--- config.mk ---
export PLATFORM = sky130hd
export DESIGN_NAME = fault_monitor
export DESIGN_NICKNAME = d
export VERILOG_FILES = /design/src/fault_monitor_pkg.sv /design/src/fault_monitor.sv
export SDC_FILE = /design/constraint.sdc
export NUM_CORES = 1
export LEC_CHECK = 0
export ABC_AREA = 1
export BUFFER_PORTS_ARGS = -buffer_cell sky130_fd_sc_hd__buf_4
export CAP_MARGIN = 20
export CORE_MARGIN = 5
export CORE_UTILIZATION = 40
export CTS_CLUSTER_DIAMETER = 60
export CTS_CLUSTER_SIZE = 20
export DETAILED_ROUTE_END_ITERATION = 10
export HOLD_SLACK_MARGIN = 0.08
export PLACE_DENSITY = 0.66
export RECOVER_POWER = 50
export SLEW_MARGIN = 40
export SYNTH_ARGS = -nofsm -noshare
export SYNTH_HDL_FRONTEND = slang
export SYNTH_SLANG_ARGS = --single-unit
--- constraint.sdc ---
create_clock -name clk_in -period 4 [get_ports clk_in]
set_clock_uncertainty 0.15 [all_clocks]
set_input_delay 1.2 -clock clk_in [delete_from_list [all_inputs] [get_ports clk_in]]
set_output_delay 1.2 -clock clk_in [all_outputs]
set_load 0.02 [all_outputs]
--- src/fault_monitor_pkg.sv ---
// Package with constants and carriers for the driver fault monitor
`default_nettype none
package fault_monitor_pkg;
    // Register indices (plain port, word per index)
    localparam logic [3:0] ADDR_CTRL     = 4'h0;  // Control
    localparam logic [3:0] ADDR_STATUS   = 4'h1;  // Status flags
    localparam logic [3:0] ADDR_READBACK = 4'h2;  // Current readback
    // Control field positions
    localparam int CTRL_OFFTIME_LSB = 0;   // Off-time setting, 4 bits
    localparam int CTRL_DELAY_LSB   = 4;   // Short detect delay, 2 bits
    localparam int CTRL_GATE_LSB    = 6;   // Gate current, 4 bits
    localparam int CTRL_CURR_LSB    = 10;  // Current setting, 5 bits
    // Values after reset
    localparam logic [3:0] OFFTIME_RST = 4'h0;
    localparam logic [1:0] DELAY_RST   = 2'h0;
    localparam logic [3:0] GATE_RST    = 4'h0;
    localparam logic [4:0] CURR_RST    = 5'h00;
    // Short counter limit
    localparam logic [1:0] SHORT_LIMIT = 2'h3;
    // Detection delay times by setting (ns), 0 longest
    localparam int CLK_NS    = 40;
    localparam int DLY0_NS   = 3200;
    localparam int DLY1_NS   = 1600;
    localparam int DLY2_NS   = 800;
    localparam int DLY3_NS   = 400;
    localparam logic [7:0] DLY0_CYC = 8'((DLY0_NS + CLK_NS - 1) / CLK_NS);
    localparam logic [7:0] DLY1_CYC = 8'((DLY1_NS + CLK_NS - 1) / CLK_NS);
    localparam logic [7:0] DLY2_CYC = 8'((DLY2_NS + CLK_NS - 1) / CLK_NS);
    localparam logic [7:0] DLY3_CYC = 8'((DLY3_NS + CLK_NS - 1) / CLK_NS);
    // Gate settings that get temperature compensation
    localparam logic [3:0] GATE_TC_A = 4'h5;
    localparam logic [3:0] GATE_TC_B = 4'hB;
    // Status flag carrier
    typedef struct packed {
        logic short_ground_flag;
        logic open_load_flag;
        logic temp_prewarn_flag;
        logic overtemp_shutdown_flag;
    } status_t;
endpackage : fault_monitor_pkg
`default_nettype wire

--- src/fault_monitor.sv ---
// Short, open load, temperature and undervoltage monitor of a driver
//
// Behaviour
// RULE1 - Short switches bridge off, ends chopper cycle
// RULE2 - Each short increments the short counter
// RULE3 - Polarity change decrements counter by one
// RULE4 - Counter at three latches shutdown until re-enable
// RULE5 - Persistent short sets flag, disable clears
// RULE6 - Output not high before delay means short
// RULE7 - Two-bit delay, zero longest, three shortest
// RULE8 - Host picks delay covering switching slope
// RULE9 - No chopper event during polarity sets open-load
// RULE10 - Open-load re-evaluated on each polarity toggle
// RULE11 - Open-load held while current below 1/16
// RULE12 - Prewarning at 100 C, shutdown at 150 C
// RULE13 - Overtemperature switches off, sets flag
// RULE14 - Compensated gate settings get one step more
// RULE15 - Undervoltage resets logic, switches all off
// RULE16 - Undervoltage clears current setting to zero
// RULE17 - Serial output zero while undervoltage
// RULE18 - Host treats zero readback as undervoltage
// RULE19 - Disable pin or zero off-time disable driver
// RULE20 - Counter floors at zero, clears on re-enable
`default_nettype none
module fault_monitor (
    input  wire logic        clk_in,                  // 25 MHz clock
    input  wire logic        rst_in,                  // Sync reset, high
    input  wire logic [3:0]  addr_in,                 // Register index
    input  wire logic [31:0] wdata_in,                // Write data
    input  wire logic        wr_in,                   // Write strobe
    input  wire logic        rd_in,                   // Read strobe
    input  wire logic        driver_disable_input,    // Pin, high disables
    input  wire logic        undervolt_in,            // Pin, supply low
    input  wire logic        bridge_output_sense,     // Pin, output high
    input  wire logic        high_on_in,              // High side on time
    input  wire logic        polarity_in,             // Phase polarity
    input  wire logic        chop_event_in,           // Chopper event
    input  wire logic        low_current_in,          // Current under 1/16
    input  wire logic        temp_warn_in,            // Pin, 100 C comparator
    input  wire logic        temp_shut_in,            // Pin, 150 C comparator
    input  wire logic        serial_data_in,          // Serial shift data
    output logic      [31:0] rdata_out,               // Read data
    output logic             bridge_off_out,          // Bridge switched off
    output logic             chop_end_out,            // End chopper cycle
    output logic             driver_enable_out,       // Driver running
    output logic      [3:0]  gate_current_out,        // Effective gate step
    output logic             serial_out               // Serial data out
);
    // Synchroniser stages for pin inputs
    logic [1:0] dis_sync_ff;    // Disable pin
    logic [1:0] uv_sync_ff;     // Undervoltage
    logic [1:0] sense_sync_ff;  // Bridge sense
    logic [1:0] warn_sync_ff;   // Temperature warning
    logic [1:0] shut_sync_ff;   // Temperature shutdown

    // Two flip-flops per pin
    always_ff @(posedge clk_in) begin
        if (rst_in) begin
            dis_sync_ff   <= 2'h3;
            uv_sync_ff    <= 2'h0;
            sense_sync_ff <= 2'h0;
            warn_sync_ff  <= 2'h0;
            shut_sync_ff  <= 2'h0;
        end else begin
            dis_sync_ff   <= {dis_sync_ff[0], driver_disable_input};
            uv_sync_ff    <= {uv_sync_ff[0], undervolt_in};
            sense_sync_ff <= {sense_sync_ff[0], bridge_output_sense};
            warn_sync_ff  <= {warn_sync_ff[0], temp_warn_in};
            shut_sync_ff  <= {shut_sync_ff[0], temp_shut_in};
        end
    end

    // Synchronised levels
    wire uv    = uv_sync_ff[1];
    wire sense = sense_sync_ff[1];
    wire warn  = warn_sync_ff[1];
    wire shut  = shut_sync_ff[1];

    // Control register fields
    logic [3:0] offtime_ff;     // Zero disables driver
    logic [1:0] delay_sel_ff;   // Short detect delay select
    logic [3:0] gate_ff;        // Gate current setting
    logic [4:0] curr_ff;        // Motor current setting

    // State
    logic [1:0] short_cnt_ff;   // Short event counter
    logic       latched_ff;     // Short shutdown latch
    logic       short_flag_ff;  // Short to ground flag
    logic       open_flag_ff;   // Open load flag
    logic       ot_flag_ff;     // Overtemperature flag
    logic       pol_ff;         // Previous polarity
    logic       chop_seen_ff;   // Chopper event in interval
    logic [7:0] dly_cnt_ff;     // High side on-time counter
    logic       tripped_ff;     // Bridge tripped this on time
    logic       was_dis_ff;     // Disabled last cycle

    // Decoding
    wire  sw_disable  = (offtime_ff == 4'h0);                 // RULE19
    wire  disabled    = dis_sync_ff[1] | sw_disable;          // RULE19
    wire  reenable    = was_dis_ff & ~disabled;
    wire  pol_change  = (polarity_in != pol_ff);
    wire  ctrl_wr     = wr_in & (addr_in == fault_monitor_pkg::ADDR_CTRL);
    logic [7:0] dly_lim;                                       // RULE7
    assign dly_lim = (delay_sel_ff == 2'h0) ? fault_monitor_pkg::DLY0_CYC :
                     (delay_sel_ff == 2'h1) ? fault_monitor_pkg::DLY1_CYC :
                     (delay_sel_ff == 2'h2) ? fault_monitor_pkg::DLY2_CYC :
                                              fault_monitor_pkg::DLY3_CYC;
    // Short detected: sense still low at delay end during on time
    wire  short_det   = high_on_in & ~tripped_ff & ~sense &
                        (dly_cnt_ff == dly_lim) & ~disabled;   // RULE6
    wire  cnt_up      = short_det & (short_cnt_ff != 2'h3);
    wire  cnt_dn      = pol_change & (short_cnt_ff != 2'h0);  // RULE20
    logic [1:0] nxt_short_cnt;
    assign nxt_short_cnt = (cnt_up && !cnt_dn) ? short_cnt_ff + 2'h1 :
                           (cnt_dn && !cnt_up) ? short_cnt_ff - 2'h1 :
                                                 short_cnt_ff;
    wire  hit_limit   = (nxt_short_cnt == fault_monitor_pkg::SHORT_LIMIT);
    wire  run         = ~disabled & ~latched_ff & ~ot_flag_ff & ~uv;
    wire  tc_gate     = (gate_ff == fault_monitor_pkg::GATE_TC_A) ||
                        (gate_ff == fault_monitor_pkg::GATE_TC_B);
    wire [3:0] gate_eff = (tc_gate && warn && gate_ff != 4'hF) ?
                          gate_ff + 4'h1 : gate_ff;           // RULE14
    fault_monitor_pkg::status_t status;
    assign status = '{short_ground_flag:      short_flag_ff,
                      open_load_flag:         open_flag_ff,
                      temp_prewarn_flag:      warn,
                      overtemp_shutdown_flag: ot_flag_ff};
    logic [31:0] rd_mux;
    assign rd_mux =
        (addr_in == fault_monitor_pkg::ADDR_CTRL) ?
            {17'h0, curr_ff, gate_ff, delay_sel_ff, offtime_ff} :
        (addr_in == fault_monitor_pkg::ADDR_STATUS) ?
            {28'h0, status} :
        (addr_in == fault_monitor_pkg::ADDR_READBACK) ?
            {27'h0, curr_ff} : 32'h0;

    // Control register, cleared by undervoltage
    always_ff @(posedge clk_in) begin
        if (rst_in || uv) begin                              // RULE15
            offtime_ff   <= fault_monitor_pkg::OFFTIME_RST;
            delay_sel_ff <= fault_monitor_pkg::DELAY_RST;
            gate_ff      <= fault_monitor_pkg::GATE_RST;
            curr_ff      <= fault_monitor_pkg::CURR_RST;      // RULE16
        end else if (ctrl_wr) begin
            offtime_ff   <= wdata_in[fault_monitor_pkg::CTRL_OFFTIME_LSB +: 4];
            delay_sel_ff <= wdata_in[fault_monitor_pkg::CTRL_DELAY_LSB +: 2];
            gate_ff      <= wdata_in[fault_monitor_pkg::CTRL_GATE_LSB +: 4];
            curr_ff      <= wdata_in[fault_monitor_pkg::CTRL_CURR_LSB +: 5];
        end
    end

    // On-time delay counter, one trip per on time
    always_ff @(posedge clk_in) begin
        if (rst_in || uv || !high_on_in) begin
            dly_cnt_ff <= 8'h00;
            tripped_ff <= 1'b0;
        end else begin
            if (dly_cnt_ff != dly_lim) begin
                dly_cnt_ff <= dly_cnt_ff + 8'h01;
            end
            if (short_det) begin
                tripped_ff <= 1'b1;
            end
        end
    end

    // Short counter, shutdown latch and flag
    always_ff @(posedge clk_in) begin
        if (rst_in || uv || disabled) begin
            short_cnt_ff  <= 2'h0;                            // RULE20
            latched_ff    <= 1'b0;                            // RULE4
            short_flag_ff <= 1'b0;                            // RULE5
        end else begin
            short_cnt_ff <= nxt_short_cnt;                    // RULE2 RULE3
            if (hit_limit) begin
                latched_ff    <= 1'b1;                        // RULE4
                short_flag_ff <= 1'b1;                        // RULE5
            end
        end
    end

    // Open load evaluation on polarity toggle
    always_ff @(posedge clk_in) begin
        if (rst_in || uv) begin
            open_flag_ff <= 1'b0;
            chop_seen_ff <= 1'b0;
            pol_ff       <= 1'b0;
        end else begin
            pol_ff <= polarity_in;
            if (pol_change) begin
                if (!low_current_in) begin                    // RULE11
                    open_flag_ff <= ~chop_seen_ff;            // RULE9 RULE10
                end
                chop_seen_ff <= chop_event_in;
            end else if (chop_event_in) begin
                chop_seen_ff <= 1'b1;
            end
        end
    end

    // Overtemperature latch, cleared by disabling
    always_ff @(posedge clk_in) begin
        if (rst_in || uv) begin
            ot_flag_ff <= 1'b0;
        end else if (shut) begin
            ot_flag_ff <= 1'b1;                               // RULE12 RULE13
        end else if (disabled) begin
            ot_flag_ff <= 1'b0;
        end
    end

    // Registered outputs; a tripped bridge stays off until on time ends
    always_ff @(posedge clk_in) begin
        if (rst_in) begin
            rdata_out         <= 32'h0;
            bridge_off_out    <= 1'b1;
            chop_end_out      <= 1'b0;
            driver_enable_out <= 1'b0;
            gate_current_out  <= 4'h0;
            serial_out        <= 1'b0;
            was_dis_ff        <= 1'b1;
        end else begin
            rdata_out         <= rd_in ? rd_mux : 32'h0;
            bridge_off_out    <= short_det | tripped_ff | ~run; // RULE1 RULE15
            chop_end_out      <= short_det;                   // RULE1
            driver_enable_out <= run & ~shut;                 // RULE13
            gate_current_out  <= gate_eff;
            serial_out        <= uv ? 1'b0 : serial_data_in;  // RULE17
            was_dis_ff        <= disabled;
        end
    end

    // Assertions
    property p_short_off;  // RULE1
        @(posedge clk_in) disable iff (rst_in)
        short_det |=> bridge_off_out && chop_end_out;
    endproperty
    a_short_off: assert property (p_short_off)  // RULE1
        else $error("no trip");

    // Bridge kept off for the rest of a tripped on time
    property p_trip_hold;  // RULE1
        @(posedge clk_in) disable iff (rst_in)
        tripped_ff |=> bridge_off_out;
    endproperty
    a_trip_hold: assert property (p_trip_hold)  // RULE1
        else $error("bridge back on");

    // One step up per detected short
    property p_cnt_up;  // RULE2
        @(posedge clk_in) disable iff (rst_in)
        cnt_up && !cnt_dn && !uv |=>
            short_cnt_ff == 2'($past(short_cnt_ff) + 2'h1);
    endproperty
    a_cnt_up: assert property (p_cnt_up)  // RULE2
        else $error("count not raised");

    // One step down per polarity change
    property p_cnt_dn;  // RULE3
        @(posedge clk_in) disable iff (rst_in)
        cnt_dn && !cnt_up && !disabled && !uv |=>
            short_cnt_ff == 2'($past(short_cnt_ff) - 2'h1);
    endproperty
    a_cnt_dn: assert property (p_cnt_dn)  // RULE3
        else $error("count not lowered");

    property p_latch;  // RULE4
        @(posedge clk_in) disable iff (rst_in)
        latched_ff && !disabled && !uv |=> !driver_enable_out;
    endproperty
    a_latch: assert property (p_latch)  // RULE4
        else $error("latch ignored");

    // Reaching the limit latches shutdown and the flag
    property p_latch_set;  // RULE4
        @(posedge clk_in) disable iff (rst_in)
        hit_limit && !disabled && !uv |=> latched_ff && short_flag_ff;
    endproperty
    a_latch_set: assert property (p_latch_set)  // RULE4 RULE5
        else $error("limit not latched");

    property p_flag_clr;  // RULE5
        @(posedge clk_in) disable iff (rst_in)
        disabled |=> !short_flag_ff;
    endproperty
    a_flag_clr: assert property (p_flag_clr)  // RULE5
        else $error("flag kept");

    property p_ot;  // RULE13
        @(posedge clk_in) disable iff (rst_in)
        shut && !uv |=> ot_flag_ff && !driver_enable_out;
    endproperty
    a_ot: assert property (p_ot)  // RULE13
        else $error("no overtemp off");

    property p_uv_curr;  // RULE16
        @(posedge clk_in) disable iff (rst_in)
        uv |=> curr_ff == 5'h00;
    endproperty
    a_uv_curr: assert property (p_uv_curr)  // RULE16
        else $error("current kept");

    property p_uv_ser;  // RULE17
        @(posedge clk_in) disable iff (rst_in)
        uv |=> !serial_out && bridge_off_out;
    endproperty
    a_uv_ser: assert property (p_uv_ser)  // RULE17
        else $error("serial active");

    property p_floor;  // RULE20
        @(posedge clk_in) disable iff (rst_in)
        short_cnt_ff == 2'h0 && !short_det |=> short_cnt_ff == 2'h0;
    endproperty
    a_floor: assert property (p_floor)  // RULE20
        else $error("count wrapped");

    property p_disable;  // RULE19
        @(posedge clk_in) disable iff (rst_in)
        sw_disable |=> !driver_enable_out;
    endproperty
    a_disable: assert property (p_disable)  // RULE19
        else $error("runs disabled");

    property p_ol_hold;  // RULE11
        @(posedge clk_in) disable iff (rst_in)
        low_current_in && !uv |=> $stable(open_flag_ff);
    endproperty
    a_ol_hold: assert property (p_ol_hold)  // RULE11
        else $error("open load moved");

    // Toggle with enough current takes the chopper history
    property p_ol_eval;  // RULE9
        @(posedge clk_in) disable iff (rst_in)
        pol_change && !low_current_in && !uv |=>
            open_flag_ff == !$past(chop_seen_ff);
    endproperty
    a_ol_eval: assert property (p_ol_eval)  // RULE9 RULE10
        else $error("open load not evaluated");

    // Compensated settings one step up while warm
    property p_gate_tc;  // RULE14
        @(posedge clk_in) disable iff (rst_in)
        tc_gate && warn |=> gate_current_out == 4'($past(gate_ff) + 4'h1);
    endproperty
    a_gate_tc: assert property (p_gate_tc)  // RULE14
        else $error("gate not raised");

    c_trip:  cover property (@(posedge clk_in) short_det);
    c_latch: cover property (@(posedge clk_in) $rose(latched_ff));
    c_ol:    cover property (@(posedge clk_in) $rose(open_flag_ff));
    c_re:    cover property (@(posedge clk_in) reenable);
    c_tc:    cover property (@(posedge clk_in) tc_gate && warn);
endmodule : fault_monitor
`default_nettype wire

==> impl_results.md <==
- CP Cell Sequence: buf_4 -> nor2_1 -> inv_1 -> nor3_2 -> nand2_1 -> buf_4 -> o21ai_0 -> a21oi_1
- Root Buffer: clkbuf_8
- Fmax: 394 MHz
- CP Launch Type: primary input
- Largest net degree at the start of global routing: 19
- Final setup vio count: 0
- CP endpoint kind: flip-flop
- Core area: 0.00668 mm^2
- RSZ-0062 raised after global routing: false
- Synth cell types: 33
- Total track usage: 14.0%
- CP required: 4.07 ns
- FILL cells: 648
- Net Sw Frac: 21.8%
- First-pass GRT wire length: 9470 um
- P_int: 1.03 mW
- Final period util: 63.4%
- PwrDens: 405 mW/mm^2
- Worst path max stage delay: 0.32 ns
- Worst vdd ir: 232 uV
- CP most frequent cell: buf_4
- Clk sink count: 64
- P_sw: 0.288 mW
- Vias: 2238
- Max cap viols: 0
- Seq pwr share: 49.8%
- Most frequent cells in the layout: dfxtp_1 (64), nand2_1 (53), inv_1 (49), buf_4 (45), nor2_1 (43)
- Netlist Area Pre-Place: 0.00270 mm^2
- Slew @ Worst Pin: 0.632 ns
- Hold-fix buffers, CTS: 0
- Inst Count DP: 474
- Comb power frac: 6.7%
- Vias in the first global route: 2121
- Slew margin rel.: 57.9%
- Register area share after synthesis: 47.5%
- CTS tree: built
- Cells after Synth: 347
- H-tree Lvls: 3
- Clk slew on worst S/H paths: 0.07 ns
- Post-cts resize count: 0
- Clk Latency, worst-skew pair: 0.33 ns
- Seq cells post-synth: 64
- Asr flop ratio synth: 0%
- Layout net count: 460
- Commonest non-fill, non-tap cell in the layout: dfxtp_1
- Avg Cell Area, Syn: 7.78 um^2
- Routability cong.: 0.804
- Total Die Area: 0.00849 mm^2
- P&R area growth vs syn: 20.8%
- Layout cells sized above 1: 18.1%
- Final-report hold violation count: 0
- Worst Hold Class: reg2reg
- Max-slew violations: 0
- Detail Placement HPWL: 4240 um
- Wirelength, routed: 5530 um
- Io pins: 90
- Clk network pwr share: 43.4%
- Outcome: finished clean
- Drc violations: 0
- Gr ovfl total: 0
- Post-synth EDFFs: 0
- Final ANT Viol Nets: 0
- Number of DRC markers in iteration 0: 71
- Crit path max fanout: 18
- Initial core utilization: 40.4%
- Crit-path slowest cell: nand2_1
- Main flop type after synthesis: dfxtp_1
- Crit path DAT: 2.61 ns
- Inserted Diodes: 0
- Initial DRT Pass Iterations: 4
- Vias per cell: 4.58
- Pleak: 1.43 nW
- Cts bufs inserted: 9
- Routed WL per cell: 11.3 um
- Die span in x: 92.1 um
- WP buf/inv: 3
- Chip Height: 92.1 um
- Final cell count without fillers: 489
- Crit Path Category: in2reg
- Clk buf depth: 2
- Initial antenna violation count: 0
- Port-buffer cells: 55
- Delay-heaviest family, CP: simple AND/OR/NAND/NOR gates
- Minimum clock period: 2.54 ns
- Setup Total Neg Slack: 0 ns
- Num rows: 30
- Ys Warns: 0
- Post-CTS Setup Bufs: 0
-- cells in the mapped netlist, types with 2 or more instances --
master | n | share of area [%]
ha_1 | 5 | 2.3
xor2_1 | 2 | 0.65
nand4_1 | 2 | 0.46
or2_2 | 4 | 0.93
dfxtp_1 | 64 | 47
buf_6 | 2 | 0.83
clkbuf_1 | 6 | 0.83
nand2_2 | 5 | 1.2
inv_1 | 49 | 6.8
a221oi_1 | 4 | 1.3
o21ai_0 | 28 | 5.2
nor2_1 | 41 | 5.7
a21oi_1 | 28 | 5.2
nor2_2 | 4 | 0.93
buf_4 | 17 | 4.7
nand2_1 | 53 | 7.4
nand3_1 | 14 | 2.6
nor3_1 | 4 | 0.74
-- stage by stage --
step	total power [mW]	instance area, um^2	utilization [%]	setup WS (ns)	hold slack [ns]
floorplan	0.737	2760	-	1.65	0.238
CTS	1.34	3310	49.6	1.46	0.253
detailed placement	0.762	3110	46.5	1.11	0.243
global placement	0.761	3110	46.5	1.13	0.239
global route	1.38	3260	48.8	1.27	0.266
finish	1.32	3260	48.8	1.46	0.252
-- metal layers --
metal / track usage [%] / up-vias / part of all wire, %
li1: - / 1178 / -
met1: 17.0 / 990 / 47
met2: 22.6 / 65 / 46
met3: 5.58 / 5 / 6.5
met4: 4.46 / 0 / 1.2
met5: 0 / - / 0
-- state kept, by name (all words and copies together), names as in the netlist, 2 cells and up --
register / flops
delay_sel_ff: 2
gate_current_out: 4
sense_sync_ff: 2
dis_sync_ff: 2
offtime_ff: 4
gate_ff: 4
short_cnt_ff: 2
uv_sync_ff: 2
rdata_out: 15
warn_sync_ff: 2
dly_cnt_ff: 8
shut_sync_ff: 2
curr_ff: 5
-- kinds of logic (layout without fill, tap and decap cells) --
family | Yosys count | in the layout | share of synthesized area (%)
AO/OA/AOI/OAI | 63 | 63 | 12.4
XOR/XNOR | 3 | 3 | 0.974
adder cells (fa/ha/maj) | 5 | 5 | 2.32
buffers and inverters | 77 | 123 | 14.0
flip-flops | 64 | 64 | 47.5
other | 1 | 17 | 0.139
AND/OR/NAND/NOR | 134 | 134 | 22.8
-- worst reg2reg max path: stages, from the launching register on --
cell,delay [ns]
dfxtp_1,0.61
nand2_2,0.10
nand2_1,0.07
nand2_1,0.05
nor2_1,0.11
nand2_2,0.11
nor2_8,0.15
nand4_4,0.11
nand3_1,0.11
nand2_1,0.06
nand3_1,0.07
nand2_1,0.05
-- path summary, 6_finish.rpt --
kind                                 to  slack [ns]  cells past startpoint                         start
max             gate_ff[1]$_SDFFE_PP0P_        1.46                      8                    addr_in[3]
min          shut_sync_ff[1]$_SDFF_PP0_        0.25                      2    shut_sync_ff[0]$_SDFF_PP0_
max reg2reg  short_flag_ff$_SDFFE_PP0N_        2.15                     11  delay_sel_ff[0]$_SDFFE_PP0P_
min reg2reg  shut_sync_ff[1]$_SDFF_PP0_        0.25                      2    shut_sync_ff[0]$_SDFF_PP0_
-- area by class of cell --
class	instances	area, um^2	area share, %
flip-flops and latches	64	1280	39.3
multi-input cells	222	1100	33.6
repair buffers	57	383	11.7
inverters	51	199	6.10
clock buffers	11	131	4.03
well taps	80	100	3.07
clock inverters	4	70.1	2.15
-- power by group through the flow --
stage          Sequential [mW]  Combinational [mW]  Clock (mW)
6_report                 0.657              0.0889       0.573
5_1_grt                  0.659               0.100       0.618
4_1_cts                  0.657              0.0911       0.589
3_5_place_dp             0.672              0.0906           0
3_3_place_gp             0.671              0.0896           0
2_1_floorplan            0.671              0.0658           0
Power figures use the tool's default switching activity.
